--- src/wdt_pkg.sv ---
/*
  Shared constants for the start-up watchdog: register map, field layout,
  reset values and prescaler figures.
  Assumes a single 250 MHz clock domain and an AXI4-Lite register bus.
*/
package wdt_pkg;

  localparam logic [7:0] ctrl_addr = 8'h00;
  localparam logic [7:0] cmd_addr = 8'h04;
  localparam logic [7:0] count_addr = 8'h08;
  localparam logic [7:0] status_addr = 8'h0c;
  localparam logic [7:0] mask_addr = 8'h10;

  localparam int reload_lsb = 8;
  localparam int prescale_bit = 0;

  localparam int cmd_service_bit = 0;
  localparam int cmd_disable_bit = 1;
  localparam int cmd_end_init_bit = 2;

  localparam int st_overflow_bit = 0;
  localparam int st_end_init_bit = 1;
  localparam int st_service_bit = 2;

  localparam logic [7:0] reload_reset = 8'h00;
  localparam logic prescale_reset = 1'b0;
  localparam logic [15:0] count_reset = 16'h0000;
  localparam logic [2:0] mask_reset = 3'h0;

  localparam int div_slow = 128;
  localparam int div_fast = 2;
  localparam logic [6:0] div_fast_last = 7'(div_fast - 1);
  localparam logic [6:0] div_slow_last = 7'(div_slow - 1);

  // Cycles the internal reset is held after an overflow.
  localparam int hold_ns = 100;
  localparam int clk_ns = 4;
  localparam logic [7:0] hold_cycles = 8'((hold_ns + clk_ns - 1) / clk_ns);

  localparam logic [1:0] resp_okay = 2'b00;
  localparam logic [1:0] resp_slverr = 2'b10;

endpackage

--- src/wdt_prescaler.sv ---
/*
  Prescaler for the watchdog counter: emits a one-cycle tick every 2 or
  every 128 clocks depending on the select input.
  Assumes the restart input is pulsed whenever the counter is serviced.
*/
`timescale 1ns/1ps
module wdt_prescaler (
  // Clock and reset
  input wire logic clk,
  input wire logic nrst,
  // Control
  input wire logic run,
  input wire logic restart,
  input wire logic slow,
  // Result
  output logic tick
);

  typedef struct packed {
    logic [6:0] cnt;
  } pre_s;

  pre_s state_reg;
  pre_s state_next;
  logic [6:0] last;

  always_comb begin
    state_next = state_reg;
    last = slow ? wdt_pkg::div_slow_last : wdt_pkg::div_fast_last; // [RULE6]
    tick = 1'b0;
    if (restart || !run) begin
      state_next.cnt = 7'h00;
    end else if (state_reg.cnt >= last) begin
      // The >= keeps a switch from 128 to 2 from stranding a high count.
      state_next.cnt = 7'h00;
      tick = 1'b1;
    end else begin
      state_next.cnt = state_reg.cnt + 7'h01;
    end
  end

  always_ff @(posedge clk or negedge nrst) begin
    if (!nrst) begin
      state_reg <= '0;
    end else begin
      state_reg <= state_next;
    end
  end

endmodule

--- src/wdt_top.sv ---
/*
  Start-up watchdog timer with an AXI4-Lite register slave.
  Assumes one clock, an asynchronous active-low chip reset, and that the
  chip reset controller feeds the internal reset request back to nrst.
*/
`timescale 1ns/1ps
// How it works
// [RULE1] The counter is enabled and running after every chip reset.
// [RULE2] Disable works only before end of initialization, then is ignored.
// [RULE3] Software must service before overflow in normal operation.
// [RULE4] Counter overflow raises an internal hardware reset request.
// [RULE5] A watchdog reset drives the reset output pin low.
// [RULE6] 16-bit counter advances at clock divided by 2 or by 128.
// [RULE7] Each service loads the counter high byte with the reload value.
// [RULE8] Timeout is (256 minus reload) times 256 prescaled clocks.
// [RULE9] End of initialization releases the reset output, closes disabling.
// [RULE10] Software rewrites the control register before each service.
// [RULE11] Service clears the low byte; overflow is the wrap past all ones.
// [RULE12] Reset clears counter and reload and selects divide by 2.
module wdt_top (
  // Clock and reset
  input wire logic clk,
  input wire logic nrst,
  // AXI4-Lite write address
  input wire logic [7:0] s_axi_awaddr,
  input wire logic s_axi_awvalid,
  output logic s_axi_awready,
  // AXI4-Lite write data
  input wire logic [31:0] s_axi_wdata,
  input wire logic [3:0] s_axi_wstrb,
  input wire logic s_axi_wvalid,
  output logic s_axi_wready,
  // AXI4-Lite write response
  output logic [1:0] s_axi_bresp,
  output logic s_axi_bvalid,
  input wire logic s_axi_bready,
  // AXI4-Lite read address
  input wire logic [7:0] s_axi_araddr,
  input wire logic s_axi_arvalid,
  output logic s_axi_arready,
  // AXI4-Lite read data
  output logic [31:0] s_axi_rdata,
  output logic [1:0] s_axi_rresp,
  output logic s_axi_rvalid,
  input wire logic s_axi_rready,
  // Reset outputs and interrupt
  output logic reset_out_pin_n,
  output logic wdt_reset_req,
  output logic irq
);

  typedef struct packed {
    logic [7:0] reload;
    logic prescale;
    logic [15:0] count;
    logic enabled;
    logic end_init;
    logic [7:0] hold;
    logic rst_out_n;
    logic [2:0] status;
    logic [2:0] mask;
    logic aw_full;
    logic [7:0] aw_addr;
    logic w_full;
    logic [31:0] w_data;
    logic [3:0] w_strb;
    logic b_valid;
    logic [1:0] b_resp;
    logic r_valid;
    logic [31:0] r_data;
    logic [1:0] r_resp;
  } wdt_s;

  wdt_s state_reg;
  wdt_s state_next;
  logic tick;
  logic do_write;
  logic do_read;
  logic service;
  logic pre_restart;
  logic [2:0] events;

  // Write decode.
  logic aw_take;
  logic w_take;
  logic b_done;
  logic r_done;
  logic lane0;
  logic lane1;
  logic wr_known;
  logic wr_ctrl;
  logic wr_cmd;
  logic wr_mask;
  logic cmd_disable;
  logic cmd_end_init;
  logic disable_ok;
  logic end_init_ok;

  // Counter decode.
  logic count_tick;
  logic overflow;
  logic hold_busy;

  // Read decode.
  logic rd_clear;
  logic [31:0] ctrl_word;
  logic [31:0] cmd_word;
  logic [31:0] count_word;
  logic [31:0] status_word;
  logic [31:0] mask_word;

  wdt_prescaler prescaler (
    .clk(clk),
    .nrst(nrst),
    .run(state_reg.enabled),
    .restart(pre_restart),
    .slow(state_reg.prescale),
    .tick(tick)
  );

  assign s_axi_awready = !state_reg.aw_full;
  assign s_axi_wready = !state_reg.w_full;
  assign s_axi_arready = !state_reg.r_valid;
  assign s_axi_bvalid = state_reg.b_valid;
  assign s_axi_bresp = state_reg.b_resp;
  assign s_axi_rvalid = state_reg.r_valid;
  assign s_axi_rdata = state_reg.r_data;
  assign s_axi_rresp = state_reg.r_resp;
  assign reset_out_pin_n = state_reg.rst_out_n;
  assign wdt_reset_req = (state_reg.hold != 8'h00);
  assign irq = |(state_reg.status & state_reg.mask);

  // A write executes once both halves are latched and no answer is pending.
  assign aw_take = s_axi_awvalid && !state_reg.aw_full;
  assign w_take = s_axi_wvalid && !state_reg.w_full;
  assign b_done = state_reg.b_valid && s_axi_bready;
  assign r_done = state_reg.r_valid && s_axi_rready;
  assign do_write = state_reg.aw_full && state_reg.w_full &&
    !state_reg.b_valid;
  assign do_read = s_axi_arvalid && !state_reg.r_valid;

  assign lane0 = state_reg.w_strb[0];
  assign lane1 = state_reg.w_strb[1];
  assign wr_known = state_reg.aw_addr == wdt_pkg::ctrl_addr ||
    state_reg.aw_addr == wdt_pkg::cmd_addr ||
    state_reg.aw_addr == wdt_pkg::count_addr ||
    state_reg.aw_addr == wdt_pkg::status_addr ||
    state_reg.aw_addr == wdt_pkg::mask_addr;
  assign wr_ctrl = do_write && state_reg.aw_addr == wdt_pkg::ctrl_addr;
  assign wr_cmd = do_write && state_reg.aw_addr == wdt_pkg::cmd_addr;
  assign wr_mask = do_write && state_reg.aw_addr == wdt_pkg::mask_addr;

  // Command bits are pulses; each acts only in the cycle the write executes.
  assign service = wr_cmd && lane0 &&
    state_reg.w_data[wdt_pkg::cmd_service_bit];
  assign cmd_disable = wr_cmd && lane0 &&
    state_reg.w_data[wdt_pkg::cmd_disable_bit];
  assign cmd_end_init = wr_cmd && lane0 &&
    state_reg.w_data[wdt_pkg::cmd_end_init_bit];
  assign disable_ok = cmd_disable && !state_reg.end_init; // [RULE2]
  assign end_init_ok = cmd_end_init && !state_reg.end_init; // [RULE9]
  assign pre_restart = service;

  // A service in the same cycle as a tick wins, so no count is lost twice.
  assign count_tick = state_reg.enabled && tick && !service; // [RULE6] [RULE8]
  assign overflow = count_tick && state_reg.count == 16'hffff; // [RULE11]
  assign hold_busy = state_reg.hold != 8'h00;

  assign rd_clear = do_read && s_axi_araddr == wdt_pkg::status_addr;
  assign ctrl_word = (32'(state_reg.reload) << wdt_pkg::reload_lsb) |
    (32'(state_reg.prescale) << wdt_pkg::prescale_bit);
  assign cmd_word = (32'(!state_reg.enabled) << wdt_pkg::cmd_disable_bit) |
    (32'(state_reg.end_init) << wdt_pkg::cmd_end_init_bit);
  assign count_word = {16'h0000, state_reg.count};
  assign status_word = {29'h00000000, state_reg.status};
  assign mask_word = {29'h00000000, state_reg.mask};

  always_comb begin
    state_next = state_reg;
    events = 3'h0;

    // Address and data are latched independently, in either order.
    if (aw_take) begin
      state_next.aw_full = 1'b1;
      state_next.aw_addr = s_axi_awaddr;
    end
    if (w_take) begin
      state_next.w_full = 1'b1;
      state_next.w_data = s_axi_wdata;
      state_next.w_strb = s_axi_wstrb;
    end
    if (b_done) begin
      state_next.b_valid = 1'b0;
    end

    if (do_write) begin
      state_next.aw_full = 1'b0;
      state_next.w_full = 1'b0;
      state_next.b_valid = 1'b1;
      if (wr_known) begin
        state_next.b_resp = wdt_pkg::resp_okay;
      end else begin
        state_next.b_resp = wdt_pkg::resp_slverr;
      end
    end

    if (wr_ctrl && lane0) begin
      state_next.prescale = state_reg.w_data[wdt_pkg::prescale_bit]; // [RULE6]
    end
    if (wr_ctrl && lane1) begin
      state_next.reload =
        state_reg.w_data[wdt_pkg::reload_lsb +: 8]; // [RULE7]
    end
    if (wr_mask && lane0) begin
      state_next.mask = state_reg.w_data[2:0];
    end

    if (disable_ok) begin
      state_next.enabled = 1'b0; // [RULE2]
    end
    if (end_init_ok) begin
      state_next.end_init = 1'b1; // [RULE9]
      state_next.rst_out_n = 1'b1; // [RULE9]
      events[wdt_pkg::st_end_init_bit] = 1'b1;
    end

    // Counter: service reloads, otherwise counts up on prescaler ticks.
    if (service) begin
      state_next.count = {state_reg.reload, 8'h00}; // [RULE7] [RULE11]
      events[wdt_pkg::st_service_bit] = 1'b1;
    end else if (count_tick) begin
      state_next.count = state_reg.count + 16'h0001; // [RULE6]
    end
    if (hold_busy) begin
      state_next.hold = state_reg.hold - 8'h01;
    end
    // Overflow comes last so it wins over a release in the same cycle.
    if (overflow) begin
      state_next.hold = wdt_pkg::hold_cycles; // [RULE4] [RULE11]
      state_next.rst_out_n = 1'b0; // [RULE5]
      events[wdt_pkg::st_overflow_bit] = 1'b1;
    end

    // Read, with read-to-clear status; new events win over the clear.
    if (r_done) begin
      state_next.r_valid = 1'b0;
    end
    if (do_read) begin
      state_next.r_valid = 1'b1;
      state_next.r_resp = wdt_pkg::resp_okay;
      unique case (s_axi_araddr)
        wdt_pkg::ctrl_addr: begin
          state_next.r_data = ctrl_word;
        end
        wdt_pkg::cmd_addr: begin
          state_next.r_data = cmd_word;
        end
        wdt_pkg::count_addr: begin
          state_next.r_data = count_word;
        end
        wdt_pkg::status_addr: begin
          state_next.r_data = status_word;
        end
        wdt_pkg::mask_addr: begin
          state_next.r_data = mask_word;
        end
        default: begin
          state_next.r_data = 32'h00000000;
          state_next.r_resp = wdt_pkg::resp_slverr;
        end
      endcase
    end
    if (rd_clear) begin
      state_next.status = 3'h0;
    end
    state_next.status = state_next.status | events;
  end

  // Reset leaves the watchdog running with the longest count at divide by 2.
  always_ff @(posedge clk or negedge nrst) begin
    if (!nrst) begin
      state_reg <= '0;
      state_reg.enabled <= 1'b1; // [RULE1]
      state_reg.reload <= wdt_pkg::reload_reset; // [RULE12]
      state_reg.prescale <= wdt_pkg::prescale_reset; // [RULE12]
      state_reg.count <= wdt_pkg::count_reset; // [RULE12]
      state_reg.mask <= wdt_pkg::mask_reset;
    end else begin
      state_reg <= state_next;
    end
  end

endmodule

--- config.mk ---
export PLATFORM = sky130hd
export DESIGN_NAME = wdt_top
export DESIGN_NICKNAME = d
export VERILOG_FILES = /design/src/wdt_pkg.sv /design/src/wdt_prescaler.sv /design/src/wdt_top.sv
export SDC_FILE = /design/constraint.sdc
export NUM_CORES = 1
export LEC_CHECK = 0
export ABC_AREA = 1
export BUFFER_PORTS_ARGS = -buffer_cell sky130_fd_sc_hd__clkbuf_2
export CORE_ASPECT_RATIO = 2
export CORE_MARGIN = 2
export CORE_UTILIZATION = 55
export CTS_CLUSTER_DIAMETER = 120
export DETAILED_ROUTE_END_ITERATION = 10
export PLACE_DENSITY = 0.8
export SYNTH_ARGS = -nofsm -noshare
export SYNTH_HDL_FRONTEND = slang
export SYNTH_SLANG_ARGS = --single-unit
export TNS_END_PERCENT = 100
--- constraint.sdc ---
create_clock -name clk -period 2.3 [get_ports clk]
set_input_delay 0.345 -clock clk [delete_from_list [all_inputs] [get_ports clk]]
set_output_delay 0.345 -clock clk [all_outputs]
set_load 0.02 [all_outputs]
Yosys cells after proc, flatten, opt, wreduce, memory -nomap -nowiden
Cells that the tools add are included.
{"block": "word_totals", "regBits": 133, "inputBits": 59, "out_inout_bits": 44, "wordCells": 109}
{"block": "classes", "n_addsub": 3, "magnitude_cmp": 1, "n_eq_ne": 9, "muxes": 25, "n_bitwise": 4, "reduce_logical": 47}
{"op": "16-bit one-hot mux with 5 select lines", "count": 1}
{"op": "37-bit 2-to-1 mux", "count": 1}
{"op": "35-bit 2-to-1 mux", "count": 1}
{"op": "8-bit by 4-bit equality test with 1-bit output (second input constant)", "count": 4}
{"op": "16-bit 2-to-1 mux", "count": 2}
{"op": "1-bit logical AND", "count": 23}
{"op": "7-bit 2-to-1 mux", "count": 3}
{"op": "9-bit 2-to-1 mux", "count": 2}
{"op": "16-bit by 1-bit adder with 16-bit output (second input constant)", "count": 1}
{"op": "16-bit equality test (second input constant)", "count": 1}
{"op": "8-bit by 3-bit equality test with 1-bit output (second input constant)", "count": 2}
{"op": "8-bit by 5-bit equality test with 1-bit output (second input constant)", "count": 2}
{"op": "8-bit zero test", "count": 2}
{"op": "16-bit by 1-bit OR with 16-bit output", "count": 1}
{"op": "2-bit nonzero test", "count": 7}
{"op": "1-bit 2-to-1 mux", "count": 10}
{"op": "8-bit 2-to-1 mux", "count": 1}
{"op": "8-bit nonzero test", "count": 1}
{"op": "8-bit by 1-bit subtractor with 8-bit output (second input constant)", "count": 1}
{"op": "7-bit by 1-bit adder with 7-bit output (second input constant)", "count": 1}
{"op": "7-bit >= comparator", "count": 1}
{"op": "1-bit zero test", "count": 7}
{"op": "3-bit 2-to-1 mux", "count": 2}
{"op": "1-bit logical OR", "count": 5}
{"op": "other kinds (6)", "count": 7}

Logic depth before layout (Yosys ltp)
Gate-level depths: netlist of the first run.
{"block": "depth", "word_depth": 12, "depth_mapped": 10, "depth_no_buf": 10}

Hierarchy
A second synthesis of the first run with hierarchy kept.
{"block": "hier_totals", "hier_cells": 650, "hier_area_um2": 5112.4}
{"mod": "wdt_top", "n_inst": 1, "cells_per_inst": 580, "area_per_inst_um2": 4590.7}
{"mod": "wdt_prescaler", "n_inst": 1, "cells_per_inst": 70, "area_per_inst_um2": 521.8}

Worst setup path after synthesis of the first run
No wires, ideal clock.
{"block": "synth_path", "path_type": "register to register", "start": "register state_reg[117] (netlist bit)", "end": "register state_reg (netlist bit count_word[9])", "t_arrival_ns": 1.633, "required_ns": 2.235, "path_slack_ns": 0.602, "stages_incl_launch_ff": 11, "n_path_buf": 1, "period_less_slack_ns": 1.698, "path_cell_list": "dfrtp_1 > inv_1 > ha_1 > nand2_1 > inv_1 > a21oi_1 > nand2_1 > a21oi_4 > buf_6 > nand2_1 > nand2_1"}
{"block": "synth_via", "elab_chain_cells": 7}
{"item": "start: declaration", "line": "wdt_top.sv:74", "source": "wdt_s state_reg;"}
{"item": "start signal: assignment", "line": "wdt_top.sv:289", "source": "state_reg <= state_next;"}
{"item": "7-bit 2-to-1 mux", "line": "wdt_prescaler.sv:29", "source": "last = slow ? wdt_pkg::div_slow_last : wdt_pkg::div_fast_last;"}
{"item": "7-bit >= comparator", "line": "wdt_prescaler.sv:33", "source": "end else if (state_reg.cnt >= last) begin"}
{"item": "1-bit 2-to-1 mux", "line": "wdt_prescaler.sv:33"}
{"item": "1-bit 2-to-1 mux", "line": "wdt_prescaler.sv:31", "source": "if (restart || !run) begin"}
{"item": "1-bit logical AND (2 in a row)", "line": "wdt_top.sv:165", "source": "assign count_tick = state_reg.enabled && tick && !service;"}
{"item": "2-bit nonzero test (no source line)"}
No other way between the ends.
A chain may end at the register's enable or synchronous reset.

Final worst setup path of the first run
{"block": "layout_path", "start": "register state_reg[91] (netlist bit)", "end": "output port wdt_reset_req"}
{"block": "layout_via", "elab_chain_cells": 1}
{"item": "8-bit nonzero test", "line": "wdt_top.sv:130", "source": "assign wdt_reset_req = (state_reg.hold != 8'h00);"}
{"item": "end: declaration", "line": "wdt_top.sv:48", "source": "output logic wdt_reset_req,"}
No other way between the ends.

==> flow_summary_export.csv, run 1 <==
group,metric,value,unit
cts,hold_buffers,1,
layout,final_nets,738,
place,port_buffers,61,
route,vias,4060,
logic_synthesis,post-synth-top-area-cell,"dfrtp_1",
place,placed_area,0.00523,mm2
route,vias_per_cell,5.23,
route,detail_route.wirelength,10.5,mm
critical_path,crit_path_start_kind,"flip-flop",
sta,finClkSkew,0.00436,ns
layout,num_antenna_cells,0,
logic_synthesis,yosysUniqueCellTypes,37,
power,vdd_ir_drop_max,0.771,mV
layout,final_common_cell,"nand2_1",
place,place_worst_setup_slack,0.239,ns
cts,cts_buffers,9,
logic_synthesis,synth_top_cells_by_area,"dfrtp_1 46%, nand2_1 13%, buf_4 5.4%",
cts,cts_tree,"built",
min_path,timing.hold.worst.class,"input port to flip-flop",
cts,cts_setup_buffers,0,
place,routabilityCongestion,0.961,
layout,layout_common_cells,"170 x nand2_1, 91 x dfrtp_1, 68 x nor2_1",
critical_path,setup.worst_path.end_class,"output pin",
logic_synthesis,synthArstFlopShare,100,%
critical_path,worst_ep_arrival_time,1.79,ns
route,drc,0,
route,dr_wl_met2,5.76,mm
sta,setup-tns-final,0,ns
floorplan,dieArea,0.00990,mm2
flow_run,max_cap_viol_count,0,
logic_synthesis,fraction_of_post_synthesis_cell_area_in_the_top_cell_type_by_area,45.6,%
status,run_status,"finished clean",
floorplan,pin_count,103,
logic_synthesis,synthCells,618,
sta,setup_ws,0.166,ns
logic_synthesis,synthesis.area,0.00499,mm2
critical_path,setup.worst_path.class,"flip-flop to output pin",
floorplan,floorplan.die.height,139,um
cts,root_buffer,"clkbuf_16",
global_route,grt_pass1_vias,3983,
sta,setup_violations,0,
logic_synthesis,syn_avg_cell_area,8.07,um2
global_route,pin_count_of_the_biggest_net_entering_global_routing,48,
layout,largest_register_ffs,43,
route,met3_wirelength,422,um
layout,final_layout_size_suffix_gt1_share,17.3,%
sta,achievable_freq,469,MHz
power,power.static_leakage,2.90,nW
critical_path,required,1.96,ns
route,m1WireLength,3.93,mm
power,cellPowerDensity,785,mW/mm2
cts,clock_sink_count,92,
route,firstDrtPassIters,5,
place,detailed_place_hpwl,8.07,mm
logic_synthesis,synth_enable_flop_cells,0,
sta,post-route-min-period,2.13,ns
sta,finalHoldViolCount,0,
cts,clock_tree.htree_level_count,3,
logic_synthesis,synth-warning-count,0,
cts,cts.reportedPaths.clkPinSlew,0.06,ns
floorplan,floorplan.initialDensity,56.1,%
critical_path,timing.critical_path.cells,"inv_1 > ha_1 > nor3b_2 > nand3_1 > clkbuf_2",
sta,grt_setup_unrepaired,"false",
sta,final.period_utilization,92.8,%
layout,synthToLayoutAreaGrowth,11.5,%
cts,cts.path.max_buffers,2,
route,wire_per_inst,13.5,um
logic_synthesis,synth_seq_cells,92,
floorplan,core_area,0.00889,mm2
sta,worst_hold_slack,0.178,ns
route,antenna_left,0,
route,drt_first_iter_violations,234,
cts,cts.repair.resized,0,
critical_path,critical_path.max_fanout,6,
critical_path,cp_slowest_stage_delay,0.36,ns
global_route,antenna_found_initial,0,
sta,slew_viol_final,0,
route,routed.top_layer,"met4",
floorplan,floorplan.rows,49,
sta,worst_slew_margin_rel,54.1,%
floorplan,dieWidth,71.4,um
cts,clk-insertion-delay-late,0.35,ns
logic_synthesis,synth_flop_cell,"dfrtp_1",
sta,max_slew.worst_pin.slew,0.686,ns
global_route,global_route.usage.total,22.7,%
global_route,grt_remaining_overflow,0,
logic_synthesis,seq_area_frac_synth,46.2,%
global_route,grt_pass1_wl,17.8,mm
critical_path,critical_path.slowest_cell,"dfrtp_1",
layout,layout.cell_area.non_filler,0.00556,mm2
-- metal layers --
| metal | GRT usage (%) | vias to the layer above |
|---|---|---|
| met5 | 0 | - |
| li1 | - | 2028 |
| met1 | 25.2 | 1888 |
| met4 | 11.3 | 0 |
| met2 | 40.4 | 120 |
| met3 | 4.00 | 24 |
-- synth_stat cells (2+ instances only) --
master and number:
nor2_1 68, xor2_1 14, buf_2 4, o22ai_1 3
a21oi_1 21, o31ai_1 4, nor2_2 7, o21ai_1 7
nand2_2 7, inv_1 61, nand2_1 170, buf_4 36
clkbuf_1 3, nor2_8 2, o21ai_0 22, dfrtp_1 91
nand3_1 43, nor2_4 2, mux2_2 8, nor3_1 3
nand3_2 2, clkinv_1 2, nand4_1 14, nand3b_1 2
nand3_4 2, ha_1 9
-- area by class of cell --
| class | instances | area [um2] |
|---|---|---|
| repair buffers | 68 | 375 |
| inverters | 64 | 240 |
| flip-flops and latches | 92 | 2300 |
| multi-input cells | 435 | 2200 |
| well taps | 102 | 128 |
| clock inverters | 4 | 72.6 |
| fillers | 787 | 3330 |
| clock buffers | 12 | 246 |
-- final timing paths --
path	from	endpoint	slack, ns	cells past startpoint
max reg2reg	state_reg[117]	count_word[0]	0.26	10
min in group asynchronous	nrst	prescaler.state_reg[6]	0.44	2
max in group asynchronous	nrst	state_reg[100]	1.18	3
min	s_axi_bready	s_axi_bvalid	0.18	2
max	state_reg[91]	wdt_reset_req	0.17	5
min reg2reg	s_axi_rdata[9]	s_axi_rdata[9]	0.48	2
-- report_power, final --
| part | switching (mW) | internal (mW) | leakage [nW] |
|---|---|---|---|
| clock | 0.604 | 0.980 | 0.153 |
| combinational | 0.496 | 0.262 | 1.55 |
| sequential | 0.167 | 1.86 | 1.20 |
-- stage by stage --
step	instances	power [mW]	util, %
final	777	4.36	62.6
after global routing	777	4.58	62.6
after detailed placement	760	2.82	58.9
after floorplan	635	2.61	-
after CTS	777	4.39	62.6
after global placement	760	2.77	58.9
-- cell families (layout without fill, tap and decap cells) --
family          after synthesis  count (layout)  synth area share (%)
compound gates               60              60                  6.62
xor+xnor                     15              15                  2.63
fa+ha+maj                     9               9                  2.26
buf+inv                     108             148                  11.1
flops                        92              92                  46.2
mux                           8               8                  1.81
other cells                   1              18                0.0752
simple gates                325             325                  29.4
-- worst max-delay path: cells and delay by family (launching register included) --
kind	cells	cell delay, ns
adder cells (fa/ha/maj)	1	0.21
AND/OR/NAND/NOR	2	0.51
buffers and inverters	2	0.35
flip-flops	1	0.36
Note: power is estimated with default switching activity, not from simulation.
==> inputs of run 2 (changes only) <==
- SYNTH_HIERARCHICAL: not set -> 1
==> run 2 against run 1 <==
  * Setup slack got worse by 0.030 ns
  * Combinational power fell by 4.0%
  * Global-route usage rose by 0.24 points
  * Via count rose by 3.8%
  * Synthesized cell count rose by 5.2%
  * Highest routed layer unchanged
  * Utilization rose by 0.27 points
  * Fmax fell by 1.4%
  * Critical path type is now flip-flop to flip-flop
  * Largest power group unchanged
  * Register-to-register slack got worse by 0.12 ns
  * Synthesized area rose by 2.5%
  * Hold slack improved by 0.019 ns
==> flow_summary_export.csv, run 2 <==
group,metric,value,unit
status,run_status,"finished clean",
power,sw_power,1.27,mW
route,firstDrtPassIters,4,
cts,cts_buffers,9,
layout,final_layout_size_suffix_gt1_share,19.3,%
route,vias_per_cell,5.19,
min_path,timing.hold.worst.class,"input port to flip-flop",
layout,layout_common_cells,"186 x nand2_1, 91 x dfrtp_1, 83 x inv_1",
global_route,grt_pass1_vias,4182,
cts,cts.reportedPaths.clkPinSlew,0.07,ns
route,drc,0,
sta,final.period_utilization,94.1,%
floorplan,floorplan.initialDensity,56.7,%
floorplan,floorplan.rows,49,
layout,final_core_util,62.8,%
layout,synthToLayoutAreaGrowth,10.8,%
logic_synthesis,synthesis.area,0.00511,mm2
cts,clock_sink_count,92,
route,antenna_left,0,
logic_synthesis,syn_avg_cell_area,7.87,um2
sta,achievable_freq,462,MHz
layout,final_nets,774,
cts,clock_tree.htree_level_count,3,
sta,worst_slew_margin_rel,64.4,%
global_route,pin_count_of_the_biggest_net_entering_global_routing,56,
critical_path,critical_path.max_fanout,7,
power,switching_share,31.0,%
critical_path,most_frequent_cell_on_critical_path,"inv_2",
critical_path,setup.worst_path.class,"flip-flop to flip-flop",
floorplan,dieWidth,72.2,um
cts,cts.path.max_buffers,2,
logic_synthesis,fraction_of_post_synthesis_cell_area_in_the_top_cell_type_by_area,44.5,%
place,cell_count_after_placement,791,
critical_path,cp_slowest_stage_delay,0.40,ns
sta,max_slew.worst_pin.slew,0.530,ns
global_route,antenna_found_initial,0,
layout,final_cell_count_no_fill,812,
flow_run,max_cap_viol_count,0,
floorplan,dieArea,0.0101,mm2
layout,nFillCells,796,
power,combPwrFrac,17.7,%
power,vdd_ir_drop_max,0.640,mV
sta,slew_viol_final,0,
logic_synthesis,synth-warning-count,6,
power,power.static_leakage,3.03,nW
route,wire_per_inst,13.4,um
logic_synthesis,yosysUniqueCellTypes,37,
layout,multi_input_comb_area,0.00221,mm2
critical_path,critical_path.slowest_cell,"dfrtp_1",
route,drt_first_iter_violations,302,
power,power_frac_clock,33.8,%
logic_synthesis,synthCells,650,
critical_path,worst_ep_arrival_time,2.39,ns
place,port_buffers,61,
logic_synthesis,synth_flop_cell,"dfrtp_1",
global_route,grt_remaining_overflow,0,
sta,setup_violations,0,
route,detail_route.wirelength,10.8,mm
logic_synthesis,synth_enable_flop_cells,0,
layout,num_antenna_cells,0,
sta,finClkSkew,0.0108,ns
logic_synthesis,seq_area_frac_synth,45.1,%
cts,root_buffer,"clkbuf_16",
floorplan,core_area,0.00901,mm2
route,vias,4214,
logic_synthesis,post-synth-top-area-cell,"dfrtp_1",
global_route,grt_pass1_wl,18.2,mm
cts,clk-insertion-delay-late,0.35,ns
sta,setup-tns-final,0,ns
layout,largest_register_ffs,43,
global_route,global_route.usage.total,22.9,%
critical_path,crit_path_start_kind,"flip-flop",
floorplan,pin_count,103,
floorplan,floorplan.die.height,140,um
sta,post-route-min-period,2.16,ns
place,routabilityCongestion,0.906,
power,seqPwrFrac,48.5,%
layout,final_common_cell,"nand2_1",
critical_path,r2r_setup_slack,0.14,ns
place,detailed_place_hpwl,8.27,mm
logic_synthesis,synthArstFlopShare,100,%
logic_synthesis,synth_seq_cells,92,
critical_path,required,2.53,ns
critical_path,timing.critical_path.cells,"inv_1 > nand3_4 > nor2_8 > nand3_4 > inv_2 > nor2_4 > inv_2 > a21oi_2 > nand2_2 > inv_1 > nand2_1 > inv_2 > buf_4 > nand2_1 > nand3_1",
cts,cts_tree,"built",
sta,finalHoldViolCount,0,
logic_synthesis,yosys-top-cells-count,"186 x nand2_1, 91 x dfrtp_1, 83 x inv_1",
layout,seqCellArea,0.00230,mm2
power,power.internal,2.84,mW
power,cellPowerDensity,726,mW/mm2
critical_path,setup.worst_path.end_class,"flip-flop",
logic_synthesis,yosys.cell_count.top_type,"nand2_1",
logic_synthesis,synth_top_cells_by_area,"dfrtp_1 45%, nand2_1 14%, inv_1 6.1%",
run 2: cell count changes after synthesis, moves of 3 or more:
cell,before,now
xor2_1,14,6
o21ai_0,22,29
nand3_2,2,5
a21oi_2,0,4
nor2_1,68,55
o22ai_1,3,0
nand2_1,170,186
o21ai_2,0,8
inv_2,1,5
o21ai_1,7,3
inv_1,61,83
nand4_1,14,11
run 2: final cells by class:
type | count | share of cell area [%]
inverter | 91 | 6.03
multi-input combinational | 439 | 39.0
sequential | 92 | 40.7
clock inverter | 6 | 0.839
clock buffer | 10 | 4.04
tap | 102 | 2.25
timing repair buffer | 72 | 7.16
run 2: final timing paths:
check / start / end / cells after the start
setup / recovery: s_axi_bvalid / count_word[14] / 15
hold / removal: s_axi_rready / s_axi_rvalid / 2
setup reg to reg: s_axi_bvalid / count_word[14] / 15
hold reg to reg: s_axi_rdata[1] / s_axi_rdata[1] / 2
max in group asynchronous: nrst / state_reg[93] / 3
min in group asynchronous: nrst / mask_word[2] / 2
run 2: per-stage QoR:
stage	hold slack, ns	instance area (um2)	power, mW	setup slack, ns
CTS	0.190	5620	4.15	0.0762
finish	0.197	5660	4.11	0.137
floorplan	0.0494	5180	2.55	0.318
global route	0.197	5660	4.33	-0.0317
global placement	0.337	5330	2.72	0.216
detailed placement	0.343	5330	2.76	0.0794
run 2: power groups by stage:
stage | clock [mW] | combinational (mW) | sequential [mW]
after floorplan | 0 | 0.553 | 2.00
after global placement | 0 | 0.707 | 2.01
after detailed placement | 0 | 0.735 | 2.03
after CTS | 1.41 | 0.741 | 2.00
after global routing | 1.48 | 0.826 | 2.02
final | 1.39 | 0.728 | 2.00
run 2: worst max-delay path, delay by kind of cell (launching register included):
family | cells | cell delay, ns
DFF | 1 | 0.40
buffers and inverters | 6 | 0.71
AOI/OAI and AO/OA | 1 | 0.04
and+or+nand+nor | 8 | 0.90
run 2: per-layer routing:
layer | GRT usage [%] | up-vias | part of all wire [%]
li1 | - | 2100 | -
met1 | 23.4 | 1959 | 38
met2 | 41.8 | 122 | 54
met3 | 4.53 | 33 | 4.0
met4 | 12.6 | 0 | 4.5
met5 | 0 | - | 0
run 2: logic make-up after synthesis:
kind of cell             share of synthesized area [%]
multiplexers                                      1.32
XOR/XNOR                                          1.03
AO/OA/AOI/OAI                                     8.08
flip-flops                                        45.1
other                                           0.0734
buffers and inverters                             13.2
AND/OR/NAND/NOR                                   28.8
adder cells (fa/ha/maj)                           2.45
run 2: what timing repair did:
| action | CTS | global route |
|---|---|---|
| endpoints found under the setup margin | 0 | 9 |
| buffers inserted | 0 | 4 |
| hold buffers | 1 | 0 |
| hold endpoints to repair | 36 | 0 |
| gates resized for setup | 0 | 3 |
==> inputs of run 3 (changes only) <==
- CORE_UTILIZATION: 55 -> 57
- CTS_BUF_LIST: not set -> sky130_fd_sc_hd__clkbuf_4 sky130_fd_sc_hd__clkbuf_8
- PLACE_DENSITY: 0.8 -> 0.81
==> run 3 against run 2 <==
  * Total power fell by 4.5%
  * Utilization up 1.8 points
  * Highest routed layer unchanged
  * Die area down 3.4%
==> flow_summary_export.csv, run 3 (synthesized netlist as in run 2, its figures left out) <==
group,metric,value,unit
status,run_status,"finished clean",
min_path,timing.hold.worst.class,"input port to flip-flop",
sta,worst_hold_slack,0.140,ns
cts,root_buffer,"clkbuf_8",
cts,cts.path.max_buffers,2,
cts,cts_tree,"built",
route,drc,0,
layout,largest_register_ffs,43,
cts,clock_tree.htree_level_count,3,
sta,finClkSkew,0.00726,ns
cts,cts.reportedPaths.clkPinSlew,0.09,ns
layout,final_cell_count_no_fill,807,
route,detail_route.wirelength,10.5,mm
critical_path,setup.worst_path.end_class,"flip-flop",
floorplan,floorplan.initialDensity,59.1,%
critical_path,setup.worst_path.class,"flip-flop to flip-flop",
global_route,pin_count_of_the_biggest_net_entering_global_routing,52,
layout,synthToLayoutAreaGrowth,9.37,%
sta,grt_setup_unrepaired,"false",
floorplan,pin_count,103,
route,wire_per_inst,13.0,um
layout,final_layout_size_suffix_gt1_share,19.1,%
floorplan,dieArea,0.00979,mm2
critical_path,timing.critical_path.cells,"inv_1 > nand2_1 > nor2_2 > nand3_4 > inv_4 > nor2_4 > inv_2 > a21oi_1 > nand2_2 > inv_1 > nand2_1 > inv_2 > buf_4 > nand2_1 > nand3_1",
critical_path,r2r_setup_slack,0.24,ns
layout,layout.cell_area.non_filler,0.00559,mm2
cts,clock_sink_count,92,
cts,clk-insertion-delay-late,0.37,ns
route,drt_first_iter_violations,274,
power,vdd_ir_drop_max,0.641,mV
flow_run,max_cap_viol_count,0,
floorplan,floorplan.die.height,138,um
critical_path,crit_path_start_kind,"flip-flop",
layout,num_antenna_cells,0,
sta,final.period_utilization,89.4,%
floorplan,floorplan.rows,48,
power,cellPowerDensity,703,mW/mm2
route,vias_per_cell,5.17,
route,firstDrtPassIters,5,
global_route,grt_pass1_vias,4063,
min_path,whs_path_depth,2,
critical_path,regToRegEndpoint,"count_word[14]",
critical_path,timing.reg2reg.worst_path_depth,15,
sta,slew_viol_final,0,
floorplan,dieWidth,71.0,um
route,antenna_left,0,
route,vias,4172,
place,port_buffers,61,
global_route,antenna_found_initial,0,
sta,finalHoldViolCount,0,
critical_path,critical_path.max_fanout,7,
sta,post-route-min-period,2.06,ns
sta,worst_slew_margin_rel,63.1,%
min_path,worstHoldEndpoint,"s_axi_bvalid",
global_route,global_route.usage.total,22.9,%
global_route,grt_remaining_overflow,0,
sta,max_slew.worst_pin.slew,0.549,ns
critical_path,critical_path.slowest_cell,"dfrtp_1",
place,detailed_place_hpwl,8.19,mm
critical_path,most_frequent_cell_on_critical_path,"nand2_1",
cts,cts_buffers,9,
critical_path,worst_ep_arrival_time,2.32,ns
critical_path,reg2reg_from,"state_reg[76]",
place,routabilityCongestion,0.909,
min_path,holdCritStartpoint,"s_axi_bready",
place,placed_area,0.00533,mm2
layout,final_nets,771,
critical_path,worstSetupStartpoint,"state_reg[76]",
critical_path,cp_slowest_stage_delay,0.38,ns
place,cell_count_after_placement,789,
sta,setup_violations,0,
layout,final_common_cell,"nand2_1",
sta,setup-tns-final,0,ns
critical_path,required,2.56,ns
global_route,grt_pass1_wl,17.7,mm
layout,layout_common_cells,"186 x nand2_1, 91 x dfrtp_1, 82 x inv_1",
floorplan,core_area,0.00865,mm2
sta,achievable_freq,486,MHz
power,power.static_leakage,2.99,nW
[run 3: changes by cell type in the layout (fill, tap and decap cells not counted), sizes merged]
cell,delta
clkinv,-1
clkbuf,+1
buf,-3
inv,-2
bufinv,+2
[run 3: report_power, final]
group | total [mW] | leakage, nW | internal, mW | switching [mW]
clock | 1.22 | 0.113 | 0.657 | 0.559
combinational | 0.725 | 1.69 | 0.247 | 0.478
sequential | 1.99 | 1.19 | 1.85 | 0.140
[run 3: stage by stage]
step	util, %	setup slack, ns	power (mW)
3_5_place_dp	61.6	0.163	2.75
4_1_cts	64.4	0.144	3.97
3_3_place_gp	61.6	0.209	2.71
6_report	64.7	0.243	3.93
2_1_floorplan	-	0.318	2.55
5_1_grt	64.7	0.0431	4.14
[run 3: routing by layer]
layer / routed length [um] / vias to the layer above / GRT usage (%)
met5: 0 / - / 0
met2: 5860 / 116 / 43.1
met3: 398 / 29 / 4.14
met1: 3850 / 1930 / 23.4
met4: 394 / 0 / 12.1
li1: - / 2097 / -
[run 3: timing repair]
item	CTS	global route
endpoints found under the setup margin	0	8
endpoints found under the hold margin	43	0
buffers inserted	0	1
gates resized for setup	0	4
hold buffers	1	0
[run 3: worst max-delay path by stage]
stage                     end  slack, ns
5_1_grt        count_word[14]       0.04
2_1_floorplan   count_word[7]       0.32
3_5_place_dp    count_word[7]       0.16
6_report       count_word[14]       0.24
4_1_cts         count_word[7]       0.14
3_3_place_gp    count_word[7]       0.21
[run 3: worst max-delay path: cells and delay by family, from the launching register on]
family / cells / cell delay, ns
and+or+nand+nor: 8 / 0.94
DFF: 1 / 0.38
AOI/OAI and AO/OA: 1 / 0.04
buffers and inverters: 6 / 0.58
[run 3: layout make-up]
type                            count  area, um2
Fill cell                         737       3060
Timing Repair Buffer               69        383
Sequential cell                    92       2300
Tap cell                          100        125
Inverter                           91        344
Clock inverter                      5       85.1
Clock buffer                       11        145
Multi-Input combinational cell    439       2210
